===== src/chg_pkg.sv =====
// shared constants and carriers for the channel guard and access lock
package chg_pkg;

    // ----------------------------------------------------------------
    // parameter addresses
    // ----------------------------------------------------------------
    localparam logic [15:0] ADDR_EXCL_ACCESS_CTRL = 16'h011A;
    localparam logic [15:0] ADDR_CHAN_WDOG_TIME   = 16'h160C;

    // ----------------------------------------------------------------
    // values and reset values
    // ----------------------------------------------------------------
    localparam logic [15:0] WDOG_TIME_RESET = 16'h0000;
    localparam logic [15:0] WDOG_TIME_OFF   = 16'h0000;
    localparam logic [15:0] WDOG_TIME_MAX   = 16'h2710;
    localparam logic [15:0] EXCL_RELEASE    = 16'h0000;
    localparam logic [15:0] EXCL_CLAIM      = 16'h0001;
    localparam logic [3:0]  ERR_CLASS_NONE  = 4'h0;
    localparam logic [3:0]  ERR_CLASS_COMM  = 4'h2;

    // ----------------------------------------------------------------
    // timing
    // ----------------------------------------------------------------
    localparam int WDOG_UNIT_MS  = 1;
    localparam int CLK_PERIOD_NS = 50;
    localparam int CYC_PER_MS    = (WDOG_UNIT_MS * 1000000) / CLK_PERIOD_NS;

    // ----------------------------------------------------------------
    // channel sizing
    // ----------------------------------------------------------------
    localparam int CHAN_W   = 3;
    localparam int MAX_CHAN = 1 << CHAN_W;

    // ----------------------------------------------------------------
    // carriers
    // ----------------------------------------------------------------
    typedef struct packed {
        logic [CHAN_W-1:0] chan;
        logic [15:0]       addr;
        logic              write;
        logic [15:0]       wdata;
    } chg_req_s;

    typedef struct packed {
        logic [15:0] rdata;
        logic        err;
    } chg_rsp_s;

endpackage


===== src/chg_wdog_chan.sv =====
// one channel's message watchdog with millisecond prescaler
module chg_wdog_chan #(
    parameter int CYC_PER_MS = chg_pkg::CYC_PER_MS
) (
    // clock and reset
    input  wire logic        core_clk,
    input  wire logic        resetn,
    // configuration and activity
    input  wire logic [15:0] cfg_ms,
    input  wire logic        load,
    input  wire logic        kick,
    // status
    output logic             active_r,
    output logic             expired_r
);
    import chg_pkg::*;

    localparam int PRE_W = $clog2(CYC_PER_MS + 1);
    localparam logic [PRE_W-1:0] PRE_LAST = PRE_W'(CYC_PER_MS - 1);

    logic [PRE_W-1:0] pre_r;
    logic [15:0]      ms_left_r;
    logic             ms_tick;

    assign ms_tick = (pre_r == PRE_LAST);

    // ----------------------------------------------------------------
    // countdown
    // ----------------------------------------------------------------
    always_ff @(posedge core_clk or negedge resetn) begin
        if (!resetn) begin
            pre_r     <= '0;
            ms_left_r <= WDOG_TIME_RESET;
            active_r  <= 1'b0;
            expired_r <= 1'b0;
        end else begin
            expired_r <= 1'b0;
            if (load || kick) begin
                // restart from full interval; zero means no monitoring
                pre_r     <= '0;
                ms_left_r <= cfg_ms;                                // [RULE_05] [RULE_11]
                active_r  <= (cfg_ms != WDOG_TIME_OFF);             // [RULE_01]
            end else if (active_r) begin
                if (cfg_ms == WDOG_TIME_OFF) begin
                    active_r <= 1'b0;                               // [RULE_01]
                end else if (ms_tick) begin
                    pre_r <= '0;
                    if (ms_left_r <= 16'h0001) begin
                        active_r  <= 1'b0;
                        expired_r <= 1'b1;                          // [RULE_03]
                    end else begin
                        ms_left_r <= ms_left_r - 16'h0001;          // [RULE_02]
                    end
                end else begin
                    pre_r <= pre_r + PRE_W'(1);
                end
            end
        end
    end

endmodule


===== src/chg_guard_lock.sv =====
// per-channel communication watchdog and exclusive access lock
//
// Summary of operation
// (RULE_01) watchdog time zero disables channel monitoring
// (RULE_02) nonzero time is milliseconds, up to 10000
// (RULE_03) silent enabled channel raises class 2 error
// (RULE_04) watchdog applies to the channel that wrote it
// (RULE_05) new watchdog time acts immediately, no commit
// (RULE_06) write 1 claims, write 0 releases exclusivity
// (RULE_07) read returns 1 only to holding channel
// (RULE_08) state changes need exclusive access first
// (RULE_09) other channels refused while one holds access
// (RULE_10) ethernet link loss detected separately
// (RULE_11) each message restarts the full countdown
module chg_guard_lock #(
    parameter int NUM_CHAN   = 4,
    parameter int CYC_PER_MS = chg_pkg::CYC_PER_MS
) (
    // clock and reset
    input  wire logic                          core_clk,
    input  wire logic                          resetn,
    // parameter access
    input  wire logic                          req_valid,
    input  wire chg_pkg::chg_req_s             req,
    output logic                               rsp_valid_r,
    output chg_pkg::chg_rsp_s                  rsp_r,
    // message activity
    input  wire logic                          msg_valid,
    input  wire logic [chg_pkg::CHAN_W-1:0]    msg_chan,
    // operating state and mode requests
    input  wire logic                          op_valid,
    input  wire logic [chg_pkg::CHAN_W-1:0]    op_chan,
    output logic                               op_grant_r,
    output logic                               op_refuse_r,
    // link
    input  wire logic                          link_up,
    output logic                               link_lost_r,
    // error reporting
    input  wire logic                          err_clear,
    output logic                               comm_err_r,
    output logic [3:0]                         err_class_r,
    output logic [chg_pkg::MAX_CHAN-1:0]       err_chan_r,
    // lock status
    output logic                               excl_held_r,
    output logic [chg_pkg::CHAN_W-1:0]         excl_owner_r
);
    import chg_pkg::*;

    // ----------------------------------------------------------------
    // elaboration checks
    // ----------------------------------------------------------------
    generate
        if (NUM_CHAN < 1 || NUM_CHAN > MAX_CHAN) begin : g_bad_chan
            $error("NUM_CHAN out of range");
        end
        if (CYC_PER_MS < 1) begin : g_bad_cyc
            $error("CYC_PER_MS must be at least one");
        end
    endgenerate

    // ----------------------------------------------------------------
    // request decode
    // ----------------------------------------------------------------
    logic        req_chan_ok;
    logic        hit_excl;
    logic        hit_wdog;
    logic        wr_wdog_ok;
    logic        wr_excl_claim;
    logic        wr_excl_release;
    logic        owner_is_req;
    logic        op_chan_ok;

    assign req_chan_ok  = (int'(req.chan) < NUM_CHAN);
    assign hit_excl     = (req.addr == ADDR_EXCL_ACCESS_CTRL);
    assign hit_wdog     = (req.addr == ADDR_CHAN_WDOG_TIME);
    assign owner_is_req = excl_held_r && (excl_owner_r == req.chan);
    assign op_chan_ok   = (int'(op_chan) < NUM_CHAN);

    assign wr_wdog_ok = req_valid && req_chan_ok && req.write && hit_wdog
                        && (req.wdata <= WDOG_TIME_MAX);                  // [RULE_02]
    // a claim is refused while a different channel holds the lock
    assign wr_excl_claim = req_valid && req_chan_ok && req.write && hit_excl
                           && (req.wdata == EXCL_CLAIM)
                           && (!excl_held_r || owner_is_req);
    assign wr_excl_release = req_valid && req_chan_ok && req.write && hit_excl
                             && (req.wdata == EXCL_RELEASE);

    // ----------------------------------------------------------------
    // watchdog time storage, one word per channel
    // ----------------------------------------------------------------
    logic [15:0] wdog_time_r [MAX_CHAN];

    always_ff @(posedge core_clk or negedge resetn) begin
        if (!resetn) begin
            for (int i = 0; i < MAX_CHAN; i++) begin
                wdog_time_r[i] <= WDOG_TIME_RESET;
            end
        end else if (wr_wdog_ok) begin
            wdog_time_r[req.chan] <= req.wdata;                           // [RULE_04]
        end
    end

    // ----------------------------------------------------------------
    // channel watchdogs
    // ----------------------------------------------------------------
    logic [NUM_CHAN-1:0] chan_expired;
    logic [NUM_CHAN-1:0] chan_active;

    genvar g;
    generate
        for (g = 0; g < NUM_CHAN; g++) begin : g_chan
            logic        load_g;
            logic        kick_g;
            logic [15:0] cfg_g;
            // register accesses are messages on their channel too
            assign load_g = wr_wdog_ok && (int'(req.chan) == g);          // [RULE_04] [RULE_05]
            // a landing write hands its own value over, the store lags a cycle
            assign cfg_g  = load_g ? req.wdata : wdog_time_r[g];          // [RULE_05]
            assign kick_g = (msg_valid && (int'(msg_chan) == g))
                            || (req_valid && (int'(req.chan) == g));      // [RULE_11]
            chg_wdog_chan #(
                .CYC_PER_MS (CYC_PER_MS)
            ) u_wdog (
                .core_clk  (core_clk),
                .resetn    (resetn),
                .cfg_ms    (cfg_g),
                .load      (load_g),
                .kick      (kick_g),
                .active_r  (chan_active[g]),
                .expired_r (chan_expired[g])
            );
        end
    endgenerate

    // ----------------------------------------------------------------
    // communication error, sticky per channel
    // ----------------------------------------------------------------
    logic [MAX_CHAN-1:0] err_set;
    logic [MAX_CHAN-1:0] err_chan_nxt;

    assign err_set      = MAX_CHAN'(chan_expired);
    // a timeout in the clearing cycle survives the clear
    assign err_chan_nxt = (err_chan_r & {MAX_CHAN{~err_clear}}) | err_set;

    always_ff @(posedge core_clk or negedge resetn) begin
        if (!resetn) begin
            err_chan_r  <= '0;
            comm_err_r  <= 1'b0;
            err_class_r <= ERR_CLASS_NONE;
        end else begin
            err_chan_r  <= err_chan_nxt;                                  // [RULE_03]
            comm_err_r  <= |err_chan_nxt;
            err_class_r <= (|err_chan_nxt) ? ERR_CLASS_COMM : ERR_CLASS_NONE; // [RULE_03]
        end
    end

    // ----------------------------------------------------------------
    // exclusive access lock
    // ----------------------------------------------------------------
    always_ff @(posedge core_clk or negedge resetn) begin
        if (!resetn) begin
            excl_held_r  <= 1'b0;
            excl_owner_r <= '0;
        end else if (wr_excl_claim) begin
            excl_held_r  <= 1'b1;                                         // [RULE_06]
            excl_owner_r <= req.chan;
        end else if (wr_excl_release && owner_is_req) begin
            excl_held_r  <= 1'b0;                                         // [RULE_06]
        end
    end

    // ----------------------------------------------------------------
    // operating state and mode gate
    // ----------------------------------------------------------------
    logic op_allowed;

    assign op_allowed = op_chan_ok && excl_held_r
                        && (excl_owner_r == op_chan);                     // [RULE_08] [RULE_09]

    always_ff @(posedge core_clk or negedge resetn) begin
        if (!resetn) begin
            op_grant_r  <= 1'b0;
            op_refuse_r <= 1'b0;
        end else begin
            op_grant_r  <= op_valid && op_allowed;
            op_refuse_r <= op_valid && !op_allowed;                       // [RULE_09]
        end
    end

    // ----------------------------------------------------------------
    // parameter access answer
    // ----------------------------------------------------------------
    chg_rsp_s rsp_nxt;

    always_comb begin
        rsp_nxt = '0;
        if (!req_chan_ok || !(hit_excl || hit_wdog)) begin
            rsp_nxt.err = 1'b1;
        end else if (req.write) begin
            if (hit_wdog) begin
                rsp_nxt.err = !wr_wdog_ok;
            end else begin
                rsp_nxt.err = !(wr_excl_claim || wr_excl_release);
            end
        end else if (hit_wdog) begin
            rsp_nxt.rdata = wdog_time_r[req.chan];                        // [RULE_04]
        end else begin
            rsp_nxt.rdata = owner_is_req ? EXCL_CLAIM : EXCL_RELEASE;     // [RULE_07]
        end
    end

    always_ff @(posedge core_clk or negedge resetn) begin
        if (!resetn) begin
            rsp_valid_r <= 1'b0;
            rsp_r       <= '0;
        end else begin
            rsp_valid_r <= req_valid;
            rsp_r       <= req_valid ? rsp_nxt : '0;
        end
    end

    // ----------------------------------------------------------------
    // link supervision
    // ----------------------------------------------------------------
    always_ff @(posedge core_clk or negedge resetn) begin
        if (!resetn) begin
            link_lost_r <= 1'b0;
        end else begin
            link_lost_r <= !link_up;                                      // [RULE_10]
        end
    end

endmodule


===== config.mk =====
export PLATFORM = sky130hd
export DESIGN_NAME = chg_guard_lock
export DESIGN_NICKNAME = d
export VERILOG_FILES = /design/src/chg_pkg.sv /design/src/chg_wdog_chan.sv /design/src/chg_guard_lock.sv
export SDC_FILE = /design/constraint.sdc
export NUM_CORES = 1
export LEC_CHECK = 0
export ABC_AREA = 1
export BUFFER_PORTS_ARGS = -buffer_cell sky130_fd_sc_hd__buf_2
export CAP_MARGIN = 20
export CORE_MARGIN = 2
export CORE_UTILIZATION = 35
export CTS_CLUSTER_DIAMETER = 200
export CTS_CLUSTER_SIZE = 25
export DETAILED_ROUTE_END_ITERATION = 8
export PLACE_DENSITY = 0.52
export SETUP_SLACK_MARGIN = 0.2
export SYNTH_ARGS = -nofsm -noshare
export SYNTH_HDL_FRONTEND = slang
export SYNTH_SLANG_ARGS = --single-unit

===== constraint.sdc =====
create_clock -name core_clk -period 4.2 [get_ports core_clk]
set_clock_uncertainty 0.05 [all_clocks]
set_input_delay 0.63 -clock core_clk [delete_from_list [all_inputs] [get_ports core_clk]]
set_output_delay 0.63 -clock core_clk [all_outputs]
set_load 0.005 [all_outputs]

# [After elaboration in Yosys (flattened, before gate mapping)]
# Index checks and enable logic that the tools add are counted.
[totals] output_inout_bits=38 reg_bits=296 elab_cells=251
[op_classes] bitwise_logic=4 n_lt_le_gt_ge=9 reduce_logical=75 addsub=8 eq_ne=23 mux=97
[ops] cell="2-to-1 mux 16 bit" n=30
[ops] cell="2-to-1 mux 15 bit" n=16
[ops] cell="bitwise mux 128 bit" n=1
[ops] cell="zero test 16 bit" n=5
[ops] cell="less-or-equal comparator 16 x 1 -> 1 bit, second input constant" n=4
[ops] cell="nonzero test 16 bit" n=4
[ops] cell="subtractor 16 x 1 -> 16 bit, second input constant" n=4
[ops] cell="adder 15 x 1 -> 15 bit, second input constant" n=4
[ops] cell="== test 15 bit, second input constant" n=4
[ops] cell="binary-select mux 16 bit (select 3 bit)" n=1
[ops] cell="demux 16 bit (select 3 bit)" n=1
[ops] cell="2-to-1 mux 1 bit" n=46
[ops] cell="logical AND 1 bit" n=27
[ops] cell="nonzero test 2 bit" n=9
[ops] cell="2-to-1 mux 17 bit" n=1
[ops] cell="== test 16 x 1 -> 1 bit, second input constant" n=1
[ops] cell="== test 16 x 13 -> 1 bit, second input constant" n=1
[ops] cell="== test 16 x 9 -> 1 bit, second input constant" n=1
[ops] cell="less-or-equal comparator 16 x 14 -> 1 bit, second input constant" n=1
[ops] cell="inequality test 2 x 1 -> 1 bit, second input constant" n=8
[ops] cell="AND reduction 4 bit" n=4
[ops] cell="== test 3 bit, second input constant" n=4
[ops] cell="logical OR 1 bit" n=12
[ops] cell="bitwise AND 8 bit" n=1
[ops] cell="other kinds (13)" n=26

# [Logic depth before layout (Yosys ltp)]
# Gate-level depths: netlist of the first run.
[depth] ltp_word=12 mapped_depth=20 ltp_nobuf=17

# [By module]
# Synthesis of the first run repeated with hierarchy kept, for this count alone.
[unflattened] hier_cells=2266 hier_area_um2=16515.8
[modules_own_cells] module="chg_guard_lock" seq_area_each_um2=4053.9 instances=1 area_each_um2=6996.7 cells_per_inst=764
[modules_own_cells] module="chg_wdog_chan (g_chan[0].u_wdog ...)" seq_area_each_um2=825.8 instances=2 area_each_um2=2378.5 cells_per_inst=376
[modules_own_cells] module="chg_wdog_chan (g_chan[2].u_wdog)" seq_area_each_um2=825.8 instances=1 area_each_um2=2382.3 cells_per_inst=375
[modules_own_cells] module="chg_wdog_chan (g_chan[3].u_wdog)" seq_area_each_um2=825.8 instances=1 area_each_um2=2379.8 cells_per_inst=375

# [Least setup slack after synthesis of the first run]
# Ideal clock, no wire load.
[synth_timing] kind="in2reg" start="input port req[32] in the netlist's numbering" end="register g_chan[3].u_wdog.pre_r[4]" arrival_ns=2.500 required_ns=4.034 path_buffers=2 cell_stages=18 slack_ns=1.533 path_cell_list="nor2_1 -> nand2_1 -> nor2_2 -> nand2_2 -> nor2_4 -> nand3_2 -> buf_2 -> nand2_1 -> nand2_1 -> nor2_1 -> nand2_1 -> nor2_1 -> nand3_2 -> nand2_1 -> buf_2 -> inv_1 -> nand2_1 -> nand2_1"
[synth_via] elab_chain_cells=8 word_cells_on_any_way=11 cone_classes="eq/ne: 2; mux: 2; reduce/logical: 7"
[synth_rtl] element="start: declaration" line="chg_guard_lock.sv:24" rtl="input wire chg_pkg::chg_req_s req,"
[synth_rtl] element="== test 16 x 13 -> 1 bit (*)" line="chg_guard_lock.sv:75" rtl="assign hit_wdog = (req.addr == ADDR_CHAN_WDOG_TIME);"
[synth_rtl] element="logical AND 1 bit (*)" line="chg_guard_lock.sv:79" rtl="assign wr_wdog_ok = req_valid && req_chan_ok && req.write && hit_wdog"
[synth_rtl] element="logical AND 1 bit (*)" line="chg_guard_lock.sv:80" rtl="&& (req.wdata <= WDOG_TIME_MAX);"
[synth_rtl] element="logical AND 1 bit (*)" line="chg_guard_lock.sv:116" rtl="assign load_g = wr_wdog_ok && (int'(req.chan) == g);"
[synth_rtl] element="2-to-1 mux 16 bit" line="chg_guard_lock.sv:118" rtl="assign cfg_g = load_g ? req.wdata : wdog_time_r[g];"
[synth_rtl] element="zero test 16 bit" line="chg_wdog_chan.sv:44" rtl="if (cfg_ms == WDOG_TIME_OFF) begin"
[synth_rtl] element="inequality test 2 x 1 -> 1 bit (no line)"
[synth_rtl] element="AND reduction 2 bit (no line)"
[synth_rtl] element="end signal: assignment" line="chg_wdog_chan.sv:55" rtl="pre_r <= pre_r + PRE_W'(1);"
[synth_rtl] element="end: declaration" line="chg_wdog_chan.sv:21" rtl="logic [PRE_W-1:0] pre_r;"
# Mark *: on every way between the ends. The rest lies on a longest branch, timed or not.
# A chain may end at the register's enable or synchronous reset.

# [Final worst setup path of the first run]
[layout_timing] start="input port req[11] in the netlist's numbering" end="register g_chan[1].u_wdog.ms_left_r[2]"
[layout_via] elab_chain_cells=7 word_cells_on_any_way=12 cone_classes="order compare: 1; eq/ne: 2; mux: 2; reduce/logical: 7"
[layout_rtl] element="less-or-equal comparator 16 x 14 -> 1 bit" line="chg_guard_lock.sv:80"
[layout_rtl] element="logical AND 1 bit" line="chg_guard_lock.sv:80"
[layout_rtl] element="logical AND 1 bit" line="chg_guard_lock.sv:116"
[layout_rtl] element="2-to-1 mux 16 bit" line="chg_guard_lock.sv:118"
[layout_rtl] element="zero test 16 bit" line="chg_wdog_chan.sv:44"
[layout_rtl] element="inequality test 2 x 1 -> 1 bit (no line)"
[layout_rtl] element="AND reduction 4 bit (no line)"
[layout_rtl] element="end signal: assignment" line="chg_wdog_chan.sv:41" rtl="ms_left_r <= cfg_ms;"
[layout_rtl] element="end signal: assignment" line="chg_wdog_chan.sv:52" rtl="ms_left_r <= ms_left_r - 16'h0001;"
[layout_rtl] element="end: declaration" line="chg_wdog_chan.sv:22" rtl="logic [15:0] ms_left_r;"
# Parallel ways exist; a longest one is shown, timed or not.

==> key figures, run 1 <==
Clock tree
  – CTS tree: built
  – Num CTS Buffers: 13
  – Clock Tree Root: clkbuf_16
  – CTS sink cnt: 230
  – Worst skew pair latency: 490 ps
  – Hold_buf cts: 0
  – Post-CTS sizing: 0
  – Worst-path clk slew: 100 ps
  – Postcts setup bufs: 0
  – H-tree Lvls: 1
  – Max clock buf depth: 3

Power and ir drop
  – Internal Power: 0.003963 W
  – Overall power: 0.006323 W
  – Clock share of power: 0.213
  – Leak: 7.119 nW
  – Switch Pwr: 0.002360 W
  – Net Sw Frac: 0.3733
  – Peak supply drop: 0.0002104 V
  – Sequential power share: 0.467
  – Power Density: 431.7 nW/µm²
  – Combinational Power Share: 0.320

Route
  – DR vias/cell: 5.105
  – Per-cell routed wire length: 16.55 µm
  – Via count: 12,060
  – DR pass1 iterations: 5
  – DRC: 0
  – ANT nets after route: 0
  – Final WL: 39,080 µm
  – Iter 0 DRT Violations: 820

Logic synthesis
  – Avg Synthesized Cell Area: 7.437 µm²
  – Post-synth EDFFs: 0
  – Register bit total from synthesis: 230
  – Mapped Cells: 1,799
  – Yosys warns: 0
  – Async set-reset flop share out of synthesis: 1.000
  – Netlist Area Pre-Place: 13,380 µm²
  – Post-synthesis sequential area ratio: 0.4302
  – Library cells used by synthesis: 45
  – Primary FF master, synth: dfrtp_1

Timing
  – Setup ws final: 764.5 ps
  – Setup TNS: 0 ps
  – RSZ-0062 raised after global routing: no
  – Rel. slew slack: 0.4112
  – Final setup violation count: 0
  – Tightest Pin Transition: 882.2 ps
  – Final hold vios: 0
  – Final Max Tran Viols: 0
  – Fraction of the cycle the final worst path needs: 0.8180
  – Fmax: 0.2911 GHz
  – Crit path time final: 3435 ps

Worst setup path
  – Cell Chain, Critical Path: buf_2 -> inv_1 -> nand2_1 -> a21oi_1 -> nand2_1 -> nand2_2 -> nand3_2 -> o21ai_0 -> nor2_1 -> nand2_1 -> nor2_1 -> nand2_2 -> nand2_4 -> nand2_2 -> nand2_1 -> nand2_1
  – Worst Setup Start Kind: input pin
  – Critical path arrival: 3790 ps
  – CP Max Fanout: 22
  – Crit-path slowest cell: o21ai_0
  – CP peak stage delay: 560 ps
  – CP required: 4550 ps
  – Critical path buffer and inverter count: 2
  – CP most frequent cell: nand2_1
  – Kind of critical path: input pin to flop
  – Cell family with most CP delay: simple AND/OR/NAND/NOR gates
  – Crit end category: flop
  – R2r worst-path depth: 10
  – Worst path depth: 16

Floorplanning
  – CORE AREA: 37,670 µm²
  – Die width: 199.5 µm
  – IO Pins: 87
  – DIE HEIGHT: 199.5 µm
  – Row Count: 71
  – Initial core utilization: 0.3552
  – Die footprint: 39,810 µm²

Run
  – Max_cap viols: 0

GRT
  – Total track usage: 0.1994
  – First-pass GRT wire length: 63,420 µm
  – Largest net degree at the start of global routing: 95
  – Vias in the first global route: 11,600
  – Initial antenna violation count: 0
  – Total congestion overflow: 0

Placed design
  – Pre-CTS setup slack: 372.0 ps
  – Routability Congestion: 0.8734
  – Detailed placer's ending HPWL: 28,420 µm
  – IO buf count: 83

Run status
  – Status: complete, no violations

Cells and area
  – Most frequent cells in the layout: nand2_1, dfrtp_1, nor2_1
  – Final #Nets: 1,913
  – Synthesis-to-layout area growth: 9.483%
  – Diode count: 0
  – Most common cell after layout, fill and taps aside: nand2_1
  – Fillers: 3,997
  – Share of cells above drive strength 1: 0.09454

Min path
  – HP Class: input pin to asynchronous set/reset pin
per-layer routing:
layer,part of all wire,global-route usage,vias to the layer above
met4,0.018,0.03978,0
met1,0.49,0.2948,5756
met2,0.44,0.3126,248
met3,0.049,0.02481,38
li1,-,-,6015
met5,0,0,-
logic make-up after synthesis:
kind of cell             count (synthesis)  share of synthesized area
buffers and inverters                  248                    0.07921
AND/OR/NAND/NOR                       1035                     0.3511
flip-flops                             230                     0.4302
XOR/XNOR                                67                    0.04386
AO/OA/AOI/OAI                          206                    0.08417
adder cells (fa/ha/maj)                 12                    0.01122
other                                    1                  0.0002803
final timing paths:
kind | endpoint | start | slack [ps]
max | g_chan[1].u_wdog.ms_left_r[2]$_DFFE_PN0P_ | req[11] | 760
max reg2reg | g_chan[3].u_wdog.ms_left_r[4]$_DFFE_PN0P_ | g_chan[3].u_wdog.pre_r[0]$_DFFE_PN0P_ | 1390
min | rsp_r[1]$_DFF_PN0_ | resetn | 90
min reg2reg | err_chan_r[3]$_DFF_PN0_ | g_chan[3].u_wdog.expired_r$_DFF_PN0_ | 390
max in group asynchronous | err_chan_r[4]$_DFF_PN0_ | resetn | 3090
min in group core_clk | link_lost_r$_DFF_PN0_ | link_up | 210
metrics by stage:
| step | std cells | area, µm² | hold slack (ps) | utilization |
|---|---|---|---|---|
| 2_1_floorplan | 1801 | 13390 | 284.4 | - |
| 3_3_place_gp | 2347 | 14290 | 391.3 | 0.3794 |
| 3_5_place_dp | 2348 | 14300 | 391.8 | 0.3797 |
| 4_1_cts | 2362 | 14650 | 131.5 | 0.3889 |
| 5_1_grt | 2362 | 14650 | 152.3 | 0.3889 |
| 6_report | 2362 | 14650 | 92.40 | 0.3889 |
power groups by stage:
stage	clock, W	combinational, W	sequential, W
final	0.00135	0.00202	0.00295
after global routing	0.00149	0.00237	0.00302
after CTS	0.00141	0.00203	0.00295
after detailed placement	0	0.00202	0.00298
after global placement	0	0.00201	0.00298
after floorplan	0	0.00161	0.00289
worst register-to-register path: cells and delay by family (launching register included):
kind	cells	cell delay, ps
AO/OA/AOI/OAI	1	480
adder cells (fa/ha/maj)	1	180
AND/OR/NAND/NOR	5	1110
buffers and inverters	3	520
flip-flops	1	410
area by class of cell:
type                       instances  area, µm²  share of cell area
clock inverter                     1      20.02            0.001367
multi-input combinational       1323       6594              0.4502
timing repair buffer             111      664.4             0.04536
clock buffer                      13      325.3             0.02221
sequential                       230       5756              0.3929
tap                              511      639.4             0.04365
inverter                         173      649.4             0.04433
registers in the layout, summed over array words and instances, names as in the netlist:
| register | count |
|---|---|
| excl_owner_r | 3 |
| g_chan.u_wdog.active_r | 4 |
| rsp_r | 17 |
| op_refuse_r | 1 |
| link_lost_r | 1 |
| g_chan.u_wdog.expired_r | 4 |
| g_chan.u_wdog.ms_left_r | 64 |
| err_class_r | 1 |
| err_chan_r | 8 |
| excl_held_r | 1 |
| op_grant_r | 1 |
| wdog_time_r | 64 |
| g_chan.u_wdog.pre_r | 60 |
| rsp_valid_r | 1 |
synth_stat cells (6+ instances only):
cell type / count / share of area
nand2_2: 6 / 0.0028
xnor2_1: 26 / 0.017
or2_2: 10 / 0.0047
nor3_1: 31 / 0.012
nand3_1: 168 / 0.063
nor4_1: 32 / 0.015
buf_6: 9 / 0.0076
nand3_2: 6 / 0.0045
a31oi_1: 8 / 0.0037
clkbuf_1: 34 / 0.0095
nor2_1: 182 / 0.051
nand4_1: 94 / 0.044
ha_1: 12 / 0.011
o21ai_1: 20 / 0.0075
a21o_1: 8 / 0.0045
a21oi_1: 20 / 0.0075
nand2_1: 474 / 0.13
buf_4: 7 / 0.0039
nor2_2: 11 / 0.0051
o22ai_1: 17 / 0.0079
buf_2: 17 / 0.0064
inv_1: 171 / 0.048
dfrtp_1: 230 / 0.43
xor2_1: 41 / 0.027
o21ai_0: 119 / 0.045
No activity file was read; power rests on OpenSTA's default activity.
==> inputs of run 2 (changes only) <==
==> constraint.sdc (replaced) <==
create_clock -name core_clk -period 3.6 [get_ports core_clk]
set_clock_uncertainty 0.05 [all_clocks]
set_input_delay 0.54 -clock core_clk [delete_from_list [all_inputs] [get_ports core_clk]]
set_output_delay 0.54 -clock core_clk [all_outputs]
set_load 0.005 [all_outputs]
==> key figures, run 2 (synthesis results as in run 1) <==
Timing
  – Setup TNS: 0 ps
  – Fraction of the cycle the final worst path needs: 0.8133
  – Final setup violation count: 0
  – Setup ws final: 672.2 ps
  – Final hold slack: 19.40 ps
  – RSZ-0062 raised after global routing: no
  – Tightest Pin Transition: 1041 ps
  – Final hold vios: 0
  – Final Max Tran Viols: 0
  – Rel. slew slack: 0.2998
  – Crit path time final: 2928 ps
  – Fmax: 0.3416 GHz

Floorplanning
  – Die footprint: 39,810 µm²
  – IO Pins: 87
  – Row Count: 71
  – CORE AREA: 37,670 µm²
  – DIE HEIGHT: 199.5 µm
  – Initial core utilization: 0.3552
  – Die width: 199.5 µm

Worst setup path
  – Kind of critical path: input pin to flop
  – Crit Reg-Reg Startpoint: g_chan[3].u_wdog.pre_r[0]$_DFFE_PN0P_
  – Worst Setup Start Kind: input pin
  – CP required: 3950 ps
  – R2r worst-path depth: 10
  – RR Endpoint: g_chan[3].u_wdog.ms_left_r[12]$_DFFE_PN0P_
  – Crit end category: flop
  – Crit-path slowest cell: o21ai_0
  – CP Max Fanout: 18
  – Reg2Reg Setup Slack: 1100 ps
  – Cell family with most CP delay: simple AND/OR/NAND/NOR gates
  – Cell Chain, Critical Path: buf_2 -> inv_1 -> nand3_1 -> nor2_1 -> nand2_1 -> nand2_2 -> nand3_2 -> o21ai_0 -> nor2_1 -> nand2_1 -> nor2_1 -> nand2_2 -> buf_4 -> nand2_2 -> nand3_1 -> nand2_1
  – Critical path buffer and inverter count: 3
  – CP peak stage delay: 680 ps
  – Critical path arrival: 3280 ps

Cells and area
  – Diode count: 0
  – Most common cell after layout, fill and taps aside: nand2_1
  – Share of cells above drive strength 1: 0.1061
  – Synthesis-to-layout area growth: 10.90%
  – Final #Nets: 1,936
  – Layout Utilization: 0.3939
  – Largest registers: g_chan.u_wdog.ms_left_r x64, wdog_time_r x64, g_chan.u_wdog.pre_r x60
  – Most frequent cells in the layout: nand2_1, dfrtp_1, nor2_1

Run
  – Max_cap viols: 0

Placed design
  – Pre-CTS setup slack: 205.5 ps
  – Routability Congestion: 0.9025
  – IO buf count: 83
  – Detailed placer's ending HPWL: 29,060 µm

Run status
  – Status: complete, no violations

Route
  – Per-cell routed wire length: 16.54 µm
  – DR vias/cell: 5.105
  – Via count: 12,180
  – DR pass1 iterations: 6
  – DRC: 0
  – Iter 0 DRT Violations: 921
  – Final WL: 39,470 µm
  – ANT nets after route: 0

Clock tree
  – Hold_buf cts: 0
  – H-tree Lvls: 1
  – Post-CTS sizing: 0
  – Max clock buf depth: 3
  – CTS sink cnt: 230
  – CTS tree: built
  – Clock Tree Root: clkbuf_16
  – Postcts setup bufs: 0
  – Num CTS Buffers: 13
  – Worst-path clk slew: 110 ps
  – Worst skew pair latency: 510 ps

Power and ir drop
  – Peak supply drop: 0.0002566 V
  – Leak: 7.246 nW
  – Power Density: 500.4 nW/µm²

GRT
  – Total track usage: 0.2029
  – Initial antenna violation count: 0
  – Largest net degree at the start of global routing: 91
  – First-pass GRT wire length: 64,250 µm
  – Total congestion overflow: 0
  – Vias in the first global route: 11,760

Min path
  – HP Class: input pin to asynchronous set/reset pin
-- run 2: worst max path at each step --
stage,start,to,slack [ps],cells after the start
after global routing,req[11],g_chan[1].u_wdog.pre_r[0]$_DFFE_PN0P_,430,16
after global placement,req[11],g_chan[1].u_wdog.pre_r[6]$_DFFE_PN0P_,220,16
final,req[1],g_chan[1].u_wdog.pre_r[7]$_DFFE_PN0P_,670,16
after CTS,req[11],g_chan[0].u_wdog.pre_r[0]$_DFFE_PN0P_,760,17
after floorplan,req[32],g_chan[3].u_wdog.pre_r[4]$_DFFE_PN0P_,1020,18
after detailed placement,req[11],g_chan[0].u_wdog.pre_r[0]$_DFFE_PN0P_,210,17
-- run 2: area by class of cell --
| cell class | count | area (µm²) |
|---|---|---|
| Clock buffer | 13 | 325.3 |
| Clock inverter | 2 | 28.78 |
| Fill cell | 3999 | 22830 |
| Inverter | 173 | 649.4 |
| Multi-Input combinational cell | 1323 | 6594 |
| Sequential cell | 230 | 5756 |
| Tap cell | 511 | 639.4 |
| Timing Repair Buffer | 134 | 845.8 |
-- run 2: metal layers --
metal	track usage	routed length, µm
met3	0.02211	1903
met5	0	0
met2	0.3164	17460
met4	0.05185	929
met1	0.2988	19180
-- run 2: where the power goes --
group / switching, W / internal, W / total, W
Combinational: 0.00142 / 0.000961 / 0.00238
Clock: 0.000923 / 0.000676 / 0.00160
Sequential: 0.000449 / 0.00300 / 0.00345
-- run 2: metrics by stage --
stage | std cells | area (µm²) | power [W]
after floorplan | 1801 | 13390 | 0.005251
after global placement | 2371 | 14480 | 0.005825
after detailed placement | 2371 | 14480 | 0.005866
after CTS | 2386 | 14840 | 0.007509
after global routing | 2386 | 14840 | 0.008057
final | 2386 | 14840 | 0.007424
-- run 2: worst register-to-register path, stage by stage, from the launching register on --
cell     delay, ps
dfrtp_1        410
ha_1           190
nand2_1        100
nor2_1         250
inv_1           90
nor4_1         550
inv_1          160
o21ai_1        180
buf_4          250
nand4_1        130
nand2_1         90
==> inputs of run 3 (changes only) <==
--- a/config.mk
+++ b/config.mk
@@ -5,7 +5,7 @@
 export SDC_FILE = /design/constraint.sdc
 export NUM_CORES = 1
 export LEC_CHECK = 0
-export ABC_AREA = 1
+export ABC_AREA = 0
 export BUFFER_PORTS_ARGS = -buffer_cell sky130_fd_sc_hd__buf_2
 export CAP_MARGIN = 20
 export CORE_MARGIN = 2
==> constraint.sdc (replaced) <==
create_clock -name core_clk -period 2.8 [get_ports core_clk]
set_clock_uncertainty 0.05 [all_clocks]
set_input_delay 0.42 -clock core_clk [delete_from_list [all_inputs] [get_ports core_clk]]
set_output_delay 0.42 -clock core_clk [all_outputs]
set_load 0.005 [all_outputs]
==> key figures, run 3 <==
Logic synthesis
  – Synth area leaders: dfrtp_1, mux2_2, nand2_1
  – Async set-reset flop share out of synthesis: 1.000
  – Post-synth EDFFs: 0
  – Cell taking the most area after synthesis: dfrtp_1
  – Primary FF master, synth: dfrtp_1
  – Netlist Area Pre-Place: 12,220 µm²
  – Most frequent cell after synthesis: dfrtp_1
  – Mapped Cells: 1,194
  – Post-synthesis sequential area ratio: 0.4709
  – Most common library cells after synthesis: dfrtp_1, nand2_1, mux2_2
  – Share of the synthesized area in the top cell type: 0.4709
  – Yosys warns: 0
  – Library cells used by synthesis: 69
  – Register bit total from synthesis: 230
  – Avg Synthesized Cell Area: 10.24 µm²

Worst setup path
  – Critical path buffer and inverter count: 0
  – CP Max Fanout: 7
  – Worst Setup Start Kind: flop
  – Cell family with most CP delay: simple AND/OR/NAND/NOR gates
  – Reg2Reg Setup Slack: 290 ps
  – Kind of critical path: flop to flop
  – Critical path arrival: 2840 ps
  – Cell Chain, Critical Path: or4_4 -> or4_1 -> nor2_2 -> a41o_2 -> nor4_1 -> xor2_1 -> mux2_2
  – Crit-path slowest cell: or4_4
  – Worst path depth: 7
  – Crit end category: flop
  – R2r worst-path depth: 7
  – CP required: 3130 ps
  – CP peak stage delay: 560 ps

Timing
  – RSZ-0062 raised after global routing: yes
  – Fraction of the cycle the final worst path needs: 0.8955
  – Final hold vios: 0
  – Final Max Tran Viols: 0
  – Fmax: 0.3988 GHz
  – Final hold slack: 43.63 ps
  – Rel. slew slack: 0.5197
  – Tightest Pin Transition: 720.5 ps
  – Crit path time final: 2507 ps
  – Final setup violation count: 0

Route
  – Iter 0 DRT Violations: 584
  – DR vias/cell: 5.456
  – DR pass1 iterations: 4
  – Final WL: 34,560 µm
  – Via count: 9,826
  – ANT nets after route: 0
  – Per-cell routed wire length: 19.19 µm
  – DRC: 0

Power and ir drop
  – Clock share of power: 0.345
  – Leak: 6.767 nW
  – Sequential power share: 0.578
  – Power Density: 402.5 nW/µm²
  – Combinational Power Share: 0.077
  – Net Sw Frac: 0.2502
  – Peak supply drop: 0.0002787 V
  – Overall power: 0.005835 W
  – Switch Pwr: 0.001460 W
  – Internal Power: 0.004375 W

Cells and area
  – Most common cell after layout, fill and taps aside: dfrtp_1
  – Diode count: 0
  – Synthesis-to-layout area growth: 18.61%
  – Final #Nets: 1,408
  – Share of cells above drive strength 1: 0.2779
  – Most frequent cells in the layout: dfrtp_1, nand2_1, buf_4
  – Fillers: 3,411
  – Largest registers: g_chan.u_wdog.ms_left_r x64, wdog_time_r x64, g_chan.u_wdog.pre_r x60

Min path
  – Hold depth: 1
  – HP Class: input pin to flop

Clock tree
  – Num CTS Buffers: 13
  – Worst skew pair latency: 490 ps
  – Worst-path clk slew: 110 ps
  – Max clock buf depth: 3
  – CTS sink cnt: 230
  – CTS tree: built
  – H-tree Lvls: 1
  – Clock Tree Root: clkbuf_16

Floorplanning
  – Die width: 190.9 µm
  – Initial core utilization: 0.3547
  – CORE AREA: 34,460 µm²
  – IO Pins: 87
  – Row Count: 68
  – Die footprint: 36,430 µm²
  – DIE HEIGHT: 190.9 µm

Placed design
  – Detailed placer's ending HPWL: 25,290 µm
  – IO buf count: 83
  – Routability Congestion: 0.8788

GRT
  – Vias in the first global route: 9,711
  – Initial antenna violation count: 3
  – Total track usage: 0.1923
  – Total congestion overflow: 0
  – Largest net degree at the start of global routing: 79
  – First-pass GRT wire length: 55,400 µm

Run
  – Max_cap viols: 0

Run status
  – Status: complete, no violations
==> run 3: cell types whose count changed in the layout (fill, tap and decap cells not counted), sizes merged, moves of 19 or more <==
cell | before | now
or3 | 0 | 28
o21ai | 139 | 49
nand4 | 94 | 30
buf | 134 | 188
nand3 | 178 | 47
nand2 | 485 | 124
or4 | 0 | 19
nor4 | 32 | 52
and3 | 0 | 23
a21oi | 22 | 56
mux2 | 0 | 92
nor2 | 195 | 76
inv | 175 | 25
==> run 3: layout make-up <==
type / instances / area [µm²] / share of cell area
Timing Repair Buffer: 190 / 1284 / 0.08855
Clock inverter: 1 / 20.02 / 0.001381
Multi-Input combinational cell: 888 / 6454 / 0.4452
Sequential cell: 230 / 5756 / 0.3970
Clock buffer: 13 / 325.3 / 0.02244
Tap cell: 455 / 569.3 / 0.03927
Inverter: 24 / 90.09 / 0.006214
==> run 3: cell families after synthesis <==
logic type / Yosys count / synth area share
compound gates: 165 / 0.08732
xor+xnor: 71 / 0.05088
fa+ha+maj: 12 / 0.01228
buf+inv: 78 / 0.02682
flops: 230 / 0.4709
mux: 114 / 0.1192
other cells: 1 / 0.0003068
simple gates: 523 / 0.2324
==> run 3: metal layers <==
metal	part of all wire	GRT usage	vias to the layer above	wire length (µm)
li1	-	-	4662	-
met1	0.47	0.2774	4863	16320
met2	0.45	0.3031	249	15570
met3	0.052	0.02724	48	1811
met4	0.024	0.04800	4	840
met5	0.00061	0	-	21
==> run 3: worst paths after layout <==
check                                                           from                                         end
max                        g_chan[1].u_wdog.ms_left_r[6]$_DFFE_PN0P_   g_chan[1].u_wdog.ms_left_r[8]$_DFFE_PN0P_
min                                                        req_valid                       rsp_valid_r$_DFF_PN0_
max reg2reg                g_chan[1].u_wdog.ms_left_r[6]$_DFFE_PN0P_   g_chan[1].u_wdog.ms_left_r[8]$_DFFE_PN0P_
min reg2reg                     g_chan[1].u_wdog.expired_r$_DFF_PN0_                     err_chan_r[1]$_DFF_PN0_
max in group asynchronous                                     resetn   g_chan[0].u_wdog.ms_left_r[0]$_DFFE_PN0P_
min in group asynchronous                                     resetn  g_chan[2].u_wdog.ms_left_r[11]$_DFFE_PN0P_
==> run 3: stage by stage <==
step                      setup TNS, ps  instances  setup slack [ps]    util  area (µm²)
after floorplan                  -178.4       1196            -53.28       -       12430
after global placement            -4330       1777            -166.2  0.4056       13970
after detailed placement          -7030       1777            -189.1  0.4056       13970
after CTS                             0       1793             216.3  0.4168       14360
after global routing                  0       1801             184.5  0.4207       14500
final                                 0       1801             292.5  0.4207       14500
==> run 3: power groups by stage <==
stage	clock (W)	combinational, W	sequential [W]
floorplan	0	0.000188	0.00343
global placement	0	0.000442	0.00343
detailed placement	0	0.000445	0.00343
CTS	0.00212	0.000450	0.00337
global route	0.00222	0.000499	0.00338
finish	0.00201	0.000449	0.00337
==> run 3: timing repair <==
action                     4_1_cts  5_1_grt
hold buffers                     2        0
setup endpoints to repair       28       46
hold endpoints to repair        76        0
setup buffers                    0        8
pin swaps                        0        2
gates resized for setup          4       14
